**src/rtl/iolg_pkg.sv**
```systemverilog
// shared constants, types and helpers for the pin i/o logic cell
package iolg_pkg;

  // ****************************************************************
  // delay line
  // ****************************************************************
  localparam int          DLY_STEPS   = 128;
  localparam int          DLY_STEP_PS = 30;
  localparam int          DLY_W       = 7;
  localparam int          PS_W        = 12;
  localparam logic [6:0]  DLY_MAX     = 7'h7f;
  localparam logic [6:0]  DLY_MIN     = 7'h00;
  localparam logic [6:0]  DLY_RST     = 7'h00;

  // ****************************************************************
  // gearbox sizing and ratios
  // ****************************************************************
  localparam int          GB_W        = 16;
  localparam int          CNT_W       = 4;
  localparam logic [4:0]  RATIO_ONE   = 5'h01;
  localparam logic [4:0]  RATIO_DDR   = 5'h02;
  localparam logic [4:0]  RATIO_GB4   = 5'h04;
  localparam logic [4:0]  RATIO_GB7   = 5'h07;
  localparam logic [4:0]  RATIO_GB8   = 5'h08;
  localparam logic [4:0]  RATIO_GB10  = 5'h0a;
  localparam logic [4:0]  RATIO_GB16  = 5'h10;
  localparam logic        RST_BIT     = 1'b0;
  localparam logic [15:0] RST_WORD    = 16'h0000;

  // ****************************************************************
  // configuration types
  // ****************************************************************
  typedef enum logic [7:0] {
    MD_BASIC = 8'h01,
    MD_SDR   = 8'h02,
    MD_DDR   = 8'h04,
    MD_GB4   = 8'h08,
    MD_GB7   = 8'h10,
    MD_GB8   = 8'h20,
    MD_GB10  = 8'h40,
    MD_GB16  = 8'h80
  } iolg_mode_t;

  typedef enum logic [3:0] {
    DIR_IN    = 4'h1,
    DIR_OUT   = 4'h2,
    DIR_BIDIR = 4'h4,
    DIR_TRI   = 4'h8
  } iolg_dir_t;

  typedef enum logic [4:0] {
    SR_NONE = 5'h01,
    SR_SSET = 5'h02,
    SR_SRST = 5'h04,
    SR_ASET = 5'h08,
    SR_ARST = 5'h10
  } iolg_sr_t;

  // ****************************************************************
  // helpers
  // ****************************************************************
  function automatic logic [4:0] ratio_of(input iolg_mode_t m);
    case (m)
      MD_DDR:  ratio_of = RATIO_DDR;
      MD_GB4:  ratio_of = RATIO_GB4;
      MD_GB7:  ratio_of = RATIO_GB7;
      MD_GB8:  ratio_of = RATIO_GB8;
      MD_GB10: ratio_of = RATIO_GB10;
      MD_GB16: ratio_of = RATIO_GB16;
      default: ratio_of = RATIO_ONE;
    endcase
  endfunction : ratio_of

  function automatic logic [15:0] take_word(input logic [15:0] sh, input logic [4:0] r);
    take_word = sh >> (5'h10 - r);
  endfunction : take_word

  function automatic logic [11:0] dly_ps(input logic [6:0] code);
    dly_ps = 12'(code * DLY_STEP_PS);
  endfunction : dly_ps

endpackage : iolg_pkg

```
**src/rtl/iolg_pin_reg.sv**
```systemverilog
// one configurable pin storage element: enable polarity, edge, set/reset, latch
module iolg_pin_reg
  import iolg_pkg::*;
(
  // clock and reset
  input  wire logic     clk_i,
  input  wire logic     nrst_i,
  // data
  input  wire logic     d_i,
  output logic          q_o,
  // configuration
  input  wire logic     ce_i,
  input  wire logic     ce_act_high_i,
  input  wire logic     fall_edge_i,
  input  wire logic     sr_i,
  input  wire iolg_sr_t sr_mode_i,
  input  wire logic     latch_i
);

  logic neg_reg;
  logic q_reg;
  logic q_next;
  wire  ce_on  = (ce_i == ce_act_high_i);
  wire  sel_d  = (fall_edge_i && !latch_i) ? neg_reg : d_i;
  wire  a_set  = sr_i && (sr_mode_i == SR_ASET);
  wire  a_rst  = sr_i && (sr_mode_i == SR_ARST);
  wire  s_set  = sr_i && (sr_mode_i == SR_SSET);
  wire  s_rst  = sr_i && (sr_mode_i == SR_SRST);

  // ****************************************************************
  // falling-edge sample and final register
  // ****************************************************************
  always_ff @(negedge clk_i or negedge nrst_i) begin
    if (!nrst_i) neg_reg <= RST_BIT;
    else         neg_reg <= d_i;
  end

  // async modes act regardless of enable, sync modes need it
  assign q_next = a_set ? 1'b1 :
                  a_rst ? 1'b0 :
                  !ce_on ? q_reg :
                  s_set ? 1'b1 :
                  s_rst ? 1'b0 : sel_d;

  always_ff @(posedge clk_i or negedge nrst_i) begin
    if (!nrst_i) q_reg <= RST_BIT;
    else         q_reg <= q_next;
  end

  assign q_o = q_reg;

endmodule : iolg_pin_reg

```
**src/rtl/iolg_top.sv**
```systemverilog
// pin i/o logic cell: delay control, pin registers, edge monitor and gearbox
// Operation
// - delay line has 128 steps of 30 ps, about 3.81 ns at most.
// - delay code comes from a fixed value or run-time inc/dec control.
// - delay serves the input path or the output path, never both.
// - three storage elements: input capture, output hold, output enable.
// - register clock enable selectable active low or active high.
// - each register triggers on rising or falling edge.
// - local set/reset is sync set, sync reset, async set, async reset or none; all act on the rising edge, async ones ignore enable.
// - latch select only cancels the falling-edge option; each storage element stays a flip-flop.
// - edge monitor samples around the clock edge in double-rate mode.
// - pin is input, output, bidirectional or enable-gated tristate output.
// - basic mode passes enable, outgoing and incoming data without register stage.
// - single-rate mode puts the pin registers in all three paths.
// - double-rate input presents two pad bits per core clock.
// - double-rate output emits two core bits per core clock.
// - 4-bit deserialize gathers four pad bits per core clock.
// - 4-bit serialize shifts one four-bit word per core clock.
// - video receive deserializes seven pad bits per core clock.
// - video transmit serializes one seven-bit word per core clock.
// - 8-bit modes deserialize and serialize eight bits per core clock.
// - 10-bit modes deserialize and serialize ten bits per core clock.
// - 7, 8, 10 bit receive borrow neighbour; borrowed pin allows basic or single-rate only.
// - 16-bit gearbox modes exist only on the largest device.
module iolg_top
  import iolg_pkg::*;
#(
  parameter bit LARGE_DEVICE = 1'b0
) (
  // clock and reset
  input  wire logic        clk_i,
  input  wire logic        nrst_i,
  // pad side
  input  wire logic        pad_in_i,
  output logic             pad_out_o,
  output logic             pad_oe_o,
  // configuration
  input  wire iolg_mode_t  mode_i,
  input  wire iolg_dir_t   dir_i,
  input  wire logic        ce_act_high_i,
  input  wire logic        in_fall_edge_i,
  input  wire logic        out_fall_edge_i,
  input  wire iolg_sr_t    in_sr_mode_i,
  input  wire iolg_sr_t    out_sr_mode_i,
  input  wire logic        latch_i,
  input  wire logic        nbr_borrowed_i,
  // delay control
  input  wire logic [6:0]  dly_static_i,
  input  wire logic        dly_dyn_en_i,
  input  wire logic        dly_inc_i,
  input  wire logic        dly_dec_i,
  input  wire logic        dly_on_out_i,
  // core side
  input  wire logic        in_ce_i,
  input  wire logic        out_ce_i,
  input  wire logic        in_side_set_reset_i,
  input  wire logic        out_side_set_reset_i,
  input  wire logic        core_out_bit_i,
  input  wire logic        core_oe_i,
  input  wire logic [15:0] tx_word_i,
  output logic             incoming_bit_o,
  output logic [15:0]      rx_word_o,
  output logic             core_stb_o,
  // status
  output logic [6:0]       in_dly_taps_o,
  output logic [6:0]       out_dly_taps_o,
  output logic [11:0]      dly_ps_o,
  output logic             edge_monitor_o,
  output logic             nbr_claim_o,
  output logic             mode_err_o
);

  // ****************************************************************
  // pad input synchroniser
  // ****************************************************************
  logic pad_s1_reg;
  logic pad_s2_reg;

  always_ff @(posedge clk_i or negedge nrst_i) begin
    if (!nrst_i) begin
      pad_s1_reg <= RST_BIT;
      pad_s2_reg <= RST_BIT;
    end else begin
      pad_s1_reg <= pad_in_i;
      pad_s2_reg <= pad_s1_reg;
    end
  end

  // ****************************************************************
  // mode check
  // ****************************************************************
  iolg_mode_t mode_reg;
  logic       mode_err_reg;
  wire        req_basic_sdr = (mode_i == MD_BASIC) || (mode_i == MD_SDR);
  wire        bad_big       = (mode_i == MD_GB16) && !LARGE_DEVICE;
  wire        bad_borrow    = nbr_borrowed_i && !req_basic_sdr;
  wire        mode_ok       = !bad_big && !bad_borrow;
  wire        in_side       = (dir_i == DIR_IN) || (dir_i == DIR_BIDIR);
  wire        out_side      = (dir_i != DIR_IN);
  wire        is_basic      = (mode_reg == MD_BASIC);
  wire        is_sdr        = (mode_reg == MD_SDR);
  wire        is_gear       = !is_basic && !is_sdr;
  wire        is_borrow     = (mode_reg == MD_GB7) || (mode_reg == MD_GB8) || (mode_reg == MD_GB10);

  always_ff @(posedge clk_i or negedge nrst_i) begin
    if (!nrst_i) begin
      mode_reg     <= MD_BASIC;
      mode_err_reg <= RST_BIT;
    end else begin
      mode_reg     <= mode_ok ? mode_i : MD_BASIC;
      mode_err_reg <= !mode_ok;
    end
  end

  // ****************************************************************
  // delay line control
  // ****************************************************************
  logic [6:0] dly_code_reg;
  logic [6:0] dly_code_next;
  wire        dly_up = dly_inc_i && !dly_dec_i && (dly_code_reg != DLY_MAX);
  wire        dly_dn = dly_dec_i && !dly_inc_i && (dly_code_reg != DLY_MIN);

  assign dly_code_next = !dly_dyn_en_i ? dly_static_i :
                         dly_up ? dly_code_reg + 7'h01 :
                         dly_dn ? dly_code_reg - 7'h01 : dly_code_reg;

  always_ff @(posedge clk_i or negedge nrst_i) begin
    if (!nrst_i) begin
      dly_code_reg   <= DLY_RST;
      in_dly_taps_o  <= DLY_RST;
      out_dly_taps_o <= DLY_RST;
      dly_ps_o       <= 12'h000;
    end else begin
      dly_code_reg   <= dly_code_next;
      in_dly_taps_o  <= dly_on_out_i ? DLY_MIN : dly_code_next;
      out_dly_taps_o <= dly_on_out_i ? dly_code_next : DLY_MIN;
      dly_ps_o       <= dly_ps(dly_code_next);
    end
  end

  // ****************************************************************
  // pin registers
  // ****************************************************************
  logic in_q;
  logic out_q;
  logic oe_q;

  // input capture flop
  iolg_pin_reg u_input_capture_flop (
    .clk_i         (clk_i),
    .nrst_i        (nrst_i),
    .d_i           (pad_s2_reg),
    .q_o           (in_q),
    .ce_i          (in_ce_i),
    .ce_act_high_i (ce_act_high_i),
    .fall_edge_i   (in_fall_edge_i),
    .sr_i          (in_side_set_reset_i),
    .sr_mode_i     (in_sr_mode_i),
    .latch_i       (latch_i)
  );

  iolg_pin_reg u_output_hold_flop (
    .clk_i         (clk_i),
    .nrst_i        (nrst_i),
    .d_i           (core_out_bit_i),
    .q_o           (out_q),
    .ce_i          (out_ce_i),
    .ce_act_high_i (ce_act_high_i),
    .fall_edge_i   (out_fall_edge_i),
    .sr_i          (out_side_set_reset_i),
    .sr_mode_i     (out_sr_mode_i),
    .latch_i       (latch_i)
  );

  iolg_pin_reg u_output_enable_flop (
    .clk_i         (clk_i),
    .nrst_i        (nrst_i),
    .d_i           (core_oe_i),
    .q_o           (oe_q),
    .ce_i          (out_ce_i),
    .ce_act_high_i (ce_act_high_i),
    .fall_edge_i   (out_fall_edge_i),
    .sr_i          (out_side_set_reset_i),
    .sr_mode_i     (out_sr_mode_i),
    .latch_i       (latch_i)
  );

  // ****************************************************************
  // edge monitor
  // ****************************************************************
  logic em_s1_reg;
  logic em_s2_reg;
  logic em_neg_reg;

  // falling-edge copy of the pad through its own two-stage synchroniser;
  // the extra stage lines it up with the falling edge just before the rising sample
  always_ff @(negedge clk_i or negedge nrst_i) begin
    if (!nrst_i) begin
      em_s1_reg  <= RST_BIT;
      em_s2_reg  <= RST_BIT;
      em_neg_reg <= RST_BIT;
    end else begin
      em_s1_reg  <= pad_in_i;
      em_s2_reg  <= em_s1_reg;
      em_neg_reg <= em_s2_reg;
    end
  end

  // ****************************************************************
  // gearbox rate counter and shifters
  // ****************************************************************
  logic [3:0]  bit_cnt_reg;
  logic [15:0] rx_sh_reg;
  logic [15:0] tx_sh_reg;
  wire  [4:0]  ratio_w   = ratio_of(mode_reg);
  wire         stb_w     = ({1'b0, bit_cnt_reg} == (ratio_w - 5'h01));
  wire  [3:0]  cnt_next  = stb_w ? 4'h0 : bit_cnt_reg + 4'h1;
  wire  [15:0] rx_sh_nx  = {pad_s2_reg, rx_sh_reg[15:1]};
  wire  [15:0] rx_word_w = take_word(rx_sh_nx, ratio_w);
  wire  [15:0] tx_sh_nx  = stb_w ? tx_word_i : {1'b0, tx_sh_reg[15:1]};

  always_ff @(posedge clk_i or negedge nrst_i) begin
    if (!nrst_i) begin
      bit_cnt_reg <= 4'h0;
      rx_sh_reg   <= RST_WORD;
      tx_sh_reg   <= RST_WORD;
    end else begin
      bit_cnt_reg <= cnt_next;
      rx_sh_reg   <= rx_sh_nx;
      tx_sh_reg   <= tx_sh_nx;
    end
  end

  // ****************************************************************
  // core side outputs
  // ****************************************************************
  // word update once per core clock
  wire [15:0] rx_word_nx = (is_gear && in_side && stb_w) ? rx_word_w : rx_word_o;
  wire        in_bit_nx  = is_sdr ? in_q : pad_s2_reg;
  wire        em_nx      = (mode_reg == MD_DDR) && (pad_s2_reg != em_neg_reg);

  always_ff @(posedge clk_i or negedge nrst_i) begin
    if (!nrst_i) begin
      rx_word_o      <= RST_WORD;
      incoming_bit_o <= RST_BIT;
      core_stb_o     <= RST_BIT;
      edge_monitor_o <= RST_BIT;
      nbr_claim_o    <= RST_BIT;
      mode_err_o     <= RST_BIT;
    end else begin
      rx_word_o      <= rx_word_nx;
      incoming_bit_o <= in_bit_nx;
      core_stb_o     <= stb_w;
      edge_monitor_o <= em_nx;
      nbr_claim_o    <= is_borrow && in_side;
      mode_err_o     <= mode_err_reg;
    end
  end

  // ****************************************************************
  // pad side outputs
  // ****************************************************************
  // serial bit: word lsb first
  wire ser_bit  = stb_w ? tx_word_i[0] : tx_sh_reg[1];
  wire out_nx   = is_gear ? ser_bit : (is_sdr ? out_q : core_out_bit_i);
  wire oe_src   = is_sdr ? oe_q : core_oe_i;
  wire oe_nx    = (dir_i == DIR_IN)  ? 1'b0 :
                  (dir_i == DIR_OUT) ? 1'b1 : oe_src;

  always_ff @(posedge clk_i or negedge nrst_i) begin
    if (!nrst_i) begin
      pad_out_o <= RST_BIT;
      pad_oe_o  <= RST_BIT;
    end else begin
      pad_out_o <= out_side ? out_nx : 1'b0;
      pad_oe_o  <= oe_nx;
    end
  end
endmodule : iolg_top

```
**config.mk**
```make
export PLATFORM = sky130hd
export DESIGN_NAME = iolg_top
export DESIGN_NICKNAME = d
export VERILOG_FILES = /design/src/rtl/iolg_pkg.sv /design/src/rtl/iolg_pin_reg.sv /design/src/rtl/iolg_top.sv
export SDC_FILE = /design/constraint.sdc
export NUM_CORES = 1
export LEC_CHECK = 0
export BUFFER_PORTS_ARGS = -buffer_cell sky130_fd_sc_hd__buf_2
export CORE_ASPECT_RATIO = 1.5
export CORE_MARGIN = 4
export CORE_UTILIZATION = 35
export CTS_CLUSTER_SIZE = 8
export DETAILED_ROUTE_END_ITERATION = 10
export GPL_ROUTABILITY_DRIVEN = 0
export PLACE_DENSITY_LB_ADDON = 0.25
export SLEW_MARGIN = 10
export SYNTH_ARGS = -nofsm -noshare
export SYNTH_HDL_FRONTEND = slang
export SYNTH_SLANG_ARGS = --single-unit
```
**constraint.sdc**
```tcl
create_clock -name clk_i -period 6.14 [get_ports clk_i]
set_input_delay 0.307 -clock clk_i [delete_from_list [all_inputs] [get_ports clk_i]]
set_output_delay 0.307 -clock clk_i [all_outputs]
set_load 0.02 [all_outputs]
```
# [Yosys cells after proc, flatten, opt, wreduce, memory -nomap -nowiden]
# Index checks and enable logic that the tools add are counted.
[totals] regBits=111 latchBits=0 ram_bits=0 mem_bits_ro=0 in_bits=63 output_inout_bits=49 word_cells=135 mem_count=0
[op_classes] add_sub_neg=5 multipliers=1 n_div=0 order_cmp=0 eq_ne=28 n_shift=1 n_mux=35 bitwise_logic=0 n_reduce_logical=37
[ops] operator="7-bit two-way mux" n=5
[ops] operator="5-bit case mux with 6 select lines" n=1
[ops] operator="1-bit two-way mux" n=26
[ops] operator="1-bit logical AND" n=21
[ops] operator="8-bit by 1-bit equality test with 1-bit output, second input constant" n=2
[ops] operator="8-bit by 2-bit equality test with 1-bit output, second input constant" n=2
[ops] operator="8-bit equality test, second input constant" n=2
[ops] operator="16-bit two-way mux" n=1
[ops] operator="16-bit by 5-bit >> shifter with 16-bit output" n=1
[ops] operator="7-bit by 4-bit multiplier with 11-bit output, second input constant" n=1
[ops] operator="5-bit by 2-bit equality test with 1-bit output, second input constant" n=2
[ops] operator="5-bit by 3-bit equality test with 1-bit output, second input constant" n=2
[ops] operator="5-bit by 4-bit equality test with 1-bit output, second input constant" n=2
[ops] operator="5-bit equality test, second input constant" n=2
[ops] operator="1-bit logical NOT" n=9
[ops] operator="8-bit by 3-bit equality test with 1-bit output, second input constant" n=1
[ops] operator="8-bit by 4-bit equality test with 1-bit output, second input constant" n=1
[ops] operator="8-bit by 5-bit equality test with 1-bit output, second input constant" n=1
[ops] operator="8-bit by 6-bit equality test with 1-bit output, second input constant" n=1
[ops] operator="8-bit by 7-bit equality test with 1-bit output, second input constant" n=1
[ops] operator="8-bit two-way mux" n=1
[ops] operator="7-bit by 1-bit adder with 7-bit output, second input constant" n=1
[ops] operator="7-bit inequality test, second input constant" n=1
[ops] operator="7-bit nonzero test" n=1
[ops] operator="14 further kinds" n=19

# [Depth between registers and ports, before layout]
[logic_depth] depth_word=8 mapped_depth=23 ltp_nobuf=23

# [By module]
# A second synthesis with hierarchy kept.
[hier_totals] hier_cells=555 hier_area_um2=6128.4
[modules_own_cells] module="iolg_top" n_inst=1 cells_each=507 area_each_um2=5693.0 seq_area_each_um2=2553.7
[modules_own_cells] module="iolg_pin_reg" n_inst=3 cells_each=16 area_each_um2=145.1 seq_area_each_um2=50.0

==> run metrics <==
relative slew slack=47.6%; Main synth FF type=dfrtp_1; met2 routed WL=7710 microns; vias in the first global route=4807; EDFF count, synth=0; Clock Skew=0.0122 ns; Root Driver=clkbuf_16; IO Pins=roughly 110; CP max stage delay=approximately 0.54 ns; initial antenna violation count=0; drt wl/cell=~16 microns; most area-consuming cells after synthesis=dfrtp_1 (41%), ha_1 (4.7%), mux2i_1 (2.9%); worst path buffer plus inverter count=3; leakage power=3.42 nW; starting density of the core=36.0%; Core ar.=0.0170 sq mm; crit start category=register; ANT cells=0; cells after synthesis=581; Setup Fix Bufs, Post-CTS=0; Resize count post-CTS=0; PwrDens=~350 mW/mm^2; global-route usage over all layers=between 10% and 20%; first-pass GRT wire length=23500 microns; syn_nets=673; final setup fails=0; Setup TNS=0 ns; CP delay by family, top=compound AO/OA/AOI/OAI gates; mapped cell area=0.00611 sq mm; CTS H-tree lvls=3; total grt overflow=0; Worst Path Required=6.39 ns; DP HPWL=11200 microns; synth unique cells=77; CTS tree=yes; Std-Cell Rows=58; TritonCTS Sinks=approximately 110; final antenna-violating net count=0; crit path DAT=5.09 ns; area grow syn2layout=16.5%; share of layout cells above drive strength 1=25.6%; WS Path Type=register to register; Max Slew Vio Count=0; pre-CTS setup slack=about 1.3 ns; worst skew pair latency=0.36 ns; most frequent cell after synthesis=dfrtp_1; final worst-path cycle share=78.8%; f_max=between 200 and 250 MHz; Seq cells post-synth=108; largest net degree at the start of global routing=approximately 60; # DRC=0; Max IR drop VDD=252 uV; Die W=around 120 microns; uppermost layer routed=met4; CP dominant cell by count=a21oi_1; WL met1=roughly 5700 microns; TritonRoute pass-1 iters=5; status=finished with violations; Yosys Warn Count=0; Hold Vio Cnt, Final=3; Worst-Margin Slew=0.784 ns; Longest Clk Path Bufs=2; Design Power=0.00247 W; asr flop ratio synth=100%; Reg clk slew, reported paths=0.08 ns; Cell Chain, Critical Path=or3_1, o311ai_2, a21oi_1, nor2_1, a21oi_1, a21oi_1, inv_1, fa_1, inv_1, fa_1, inv_1, fa_1, nor2b_1, o21ai_0, a21boi_0, o21ai_0, nand2b_1, a21o_1, a21oi_1, xnor2_1; Hold WS=-0.00883 ns; Max stage delay cell, worst path=fa_1; Die Span Y=170 microns; detailed-route via count=4676; Routed WL=14400 microns; RSZ-0062 raised after global routing=false; fillers=1669; Max Cap Viol=0; top cells by count, synth=dfrtp_1 (101), nor2_1 (47), nand2_1 (39), inv_1 (37); max FFs per register=16; post-DR vias/cell=5.21; worst hold-check path type=input port to async pin; Seq/Total Area, Yosys=44.3%; minimum clock period=between 4 and 5 ns; failing checks=hold timing; area leader, netlist=dfrtp_1; Hold-fix buffers, CTS=0; Worst setup EP type=register; Port Buf Inserts=between 100 and 150; nets=774; worst setup margin=1.30 ns; share of the synthesized area in the top cell type=41.4%; Starting DRT DRC Count=190; total die area=approximately 0.020 sq mm; met3 wire length=666 microns; critical path peak fanout=7; mean post-synth cell area=10.5 sq um; CTS buffer count=9
-- layout by cell type, fill, tap and decap left out, types with 5 or more instances in the layout --
| master | synthesis | layout |
|---|---|---|
| a211oi_1 | 6 | 6 |
| and2_1 | 13 | 13 |
| xnor2_1 | 17 | 17 |
| a21oi_1 | 23 | 23 |
| xor2_1 | 13 | 13 |
| nand2b_1 | 18 | 18 |
| o211a_1 | 5 | 5 |
| mux2i_1 | 18 | 18 |
| nand3_1 | 6 | 6 |
| ha_1 | 23 | 23 |
| nor3_1 | 20 | 20 |
| fa_1 | 6 | 6 |
| nor2b_1 | 14 | 14 |
| or3_1 | 7 | 7 |
| clkbuf_16 | 0 | 9 |
| buf_2 | 6 | 109 |
| and3_1 | 5 | 5 |
| o21ai_1 | 5 | 5 |
| dfrtp_1 | 101 | 101 |
| o22ai_1 | 6 | 6 |
| mux2_2 | 12 | 12 |
| mux2_4 | 8 | 8 |
| o21ai_0 | 18 | 18 |
| nor2_1 | 47 | 47 |
| o31ai_1 | 8 | 8 |
| inv_1 | 37 | 37 |
| dfrtn_1 | 6 | 6 |
| nand2_1 | 39 | 39 |
-- layer usage --
metal,GRT usage (%),vias to the layer above
li1,-,2248
met1,17.4,2262
met2,26.5,140
met3,2.49,26
met4,7.67,0
met5,0,-
-- final timing paths --
| check | depth (start not counted) | slack [ns] | endpoint | startpoint |
|---|---|---|---|---|
| setup / recovery | 20 | 1.30 | dly_ps_o[11] | dly_code_reg[2] |
| hold / removal | 1 | -0.009 | dly_ps_o[10] | nrst_i |
| setup reg to reg | 20 | 1.30 | dly_ps_o[11] | dly_code_reg[2] |
| hold reg to reg | 0 | 0.30 | em_neg_reg | em_s2_reg |
| max in group asynchronous | 1 | 2.63 | em_s2_reg | nrst_i |
| min in group clk_i | 1 | 0.07 | pad_s1_reg | pad_in_i |
-- stage by stage --
step	hold WS, ns	area (sq um)	cells	utilization [%]
floorplan	0.0114	6110	581	-
global placement	0.292	6810	881	40.1
detailed placement	0.305	6810	881	40.1
CTS	0.0391	7120	897	41.9
global route	0.0636	7120	897	41.9
finish	-0.00883	7120	897	41.9
-- cell families after synthesis --
family | share of synthesized area (%)
other cells | 0.0614
compound gates | 14.3
buf+inv | 4.51
mux | 9.05
xor+xnor | 4.75
simple gates | 16.4
flops | 44.3
fa+ha+maj | 6.68
-- area by class of cell --
type | instances | area [sq um] | share of cell area, %
Timing Repair Buffer | 112 | 568 | 7.98
Clock buffer | 9 | 225 | 3.16
Tap cell | 210 | 263 | 3.69
Clock inverter | 7 | 83.8 | 1.18
Sequential cell | 108 | 2700 | 38.0
Multi-Input combinational cell | 412 | 3130 | 44.0
Inverter | 39 | 146 | 2.06
-- power breakdown --
part	leakage [nW]	switching, W	total (W)	internal [W]
clock	0.148	0.000275	0.000598	0.000323
combinational	1.93	0.000512	0.000931	0.000419
sequential	1.33	0.0000780	0.000940	0.000862
total	3.42	0.000865	0.00247	0.00160
No activity file was read; power rests on OpenSTA's default activity.
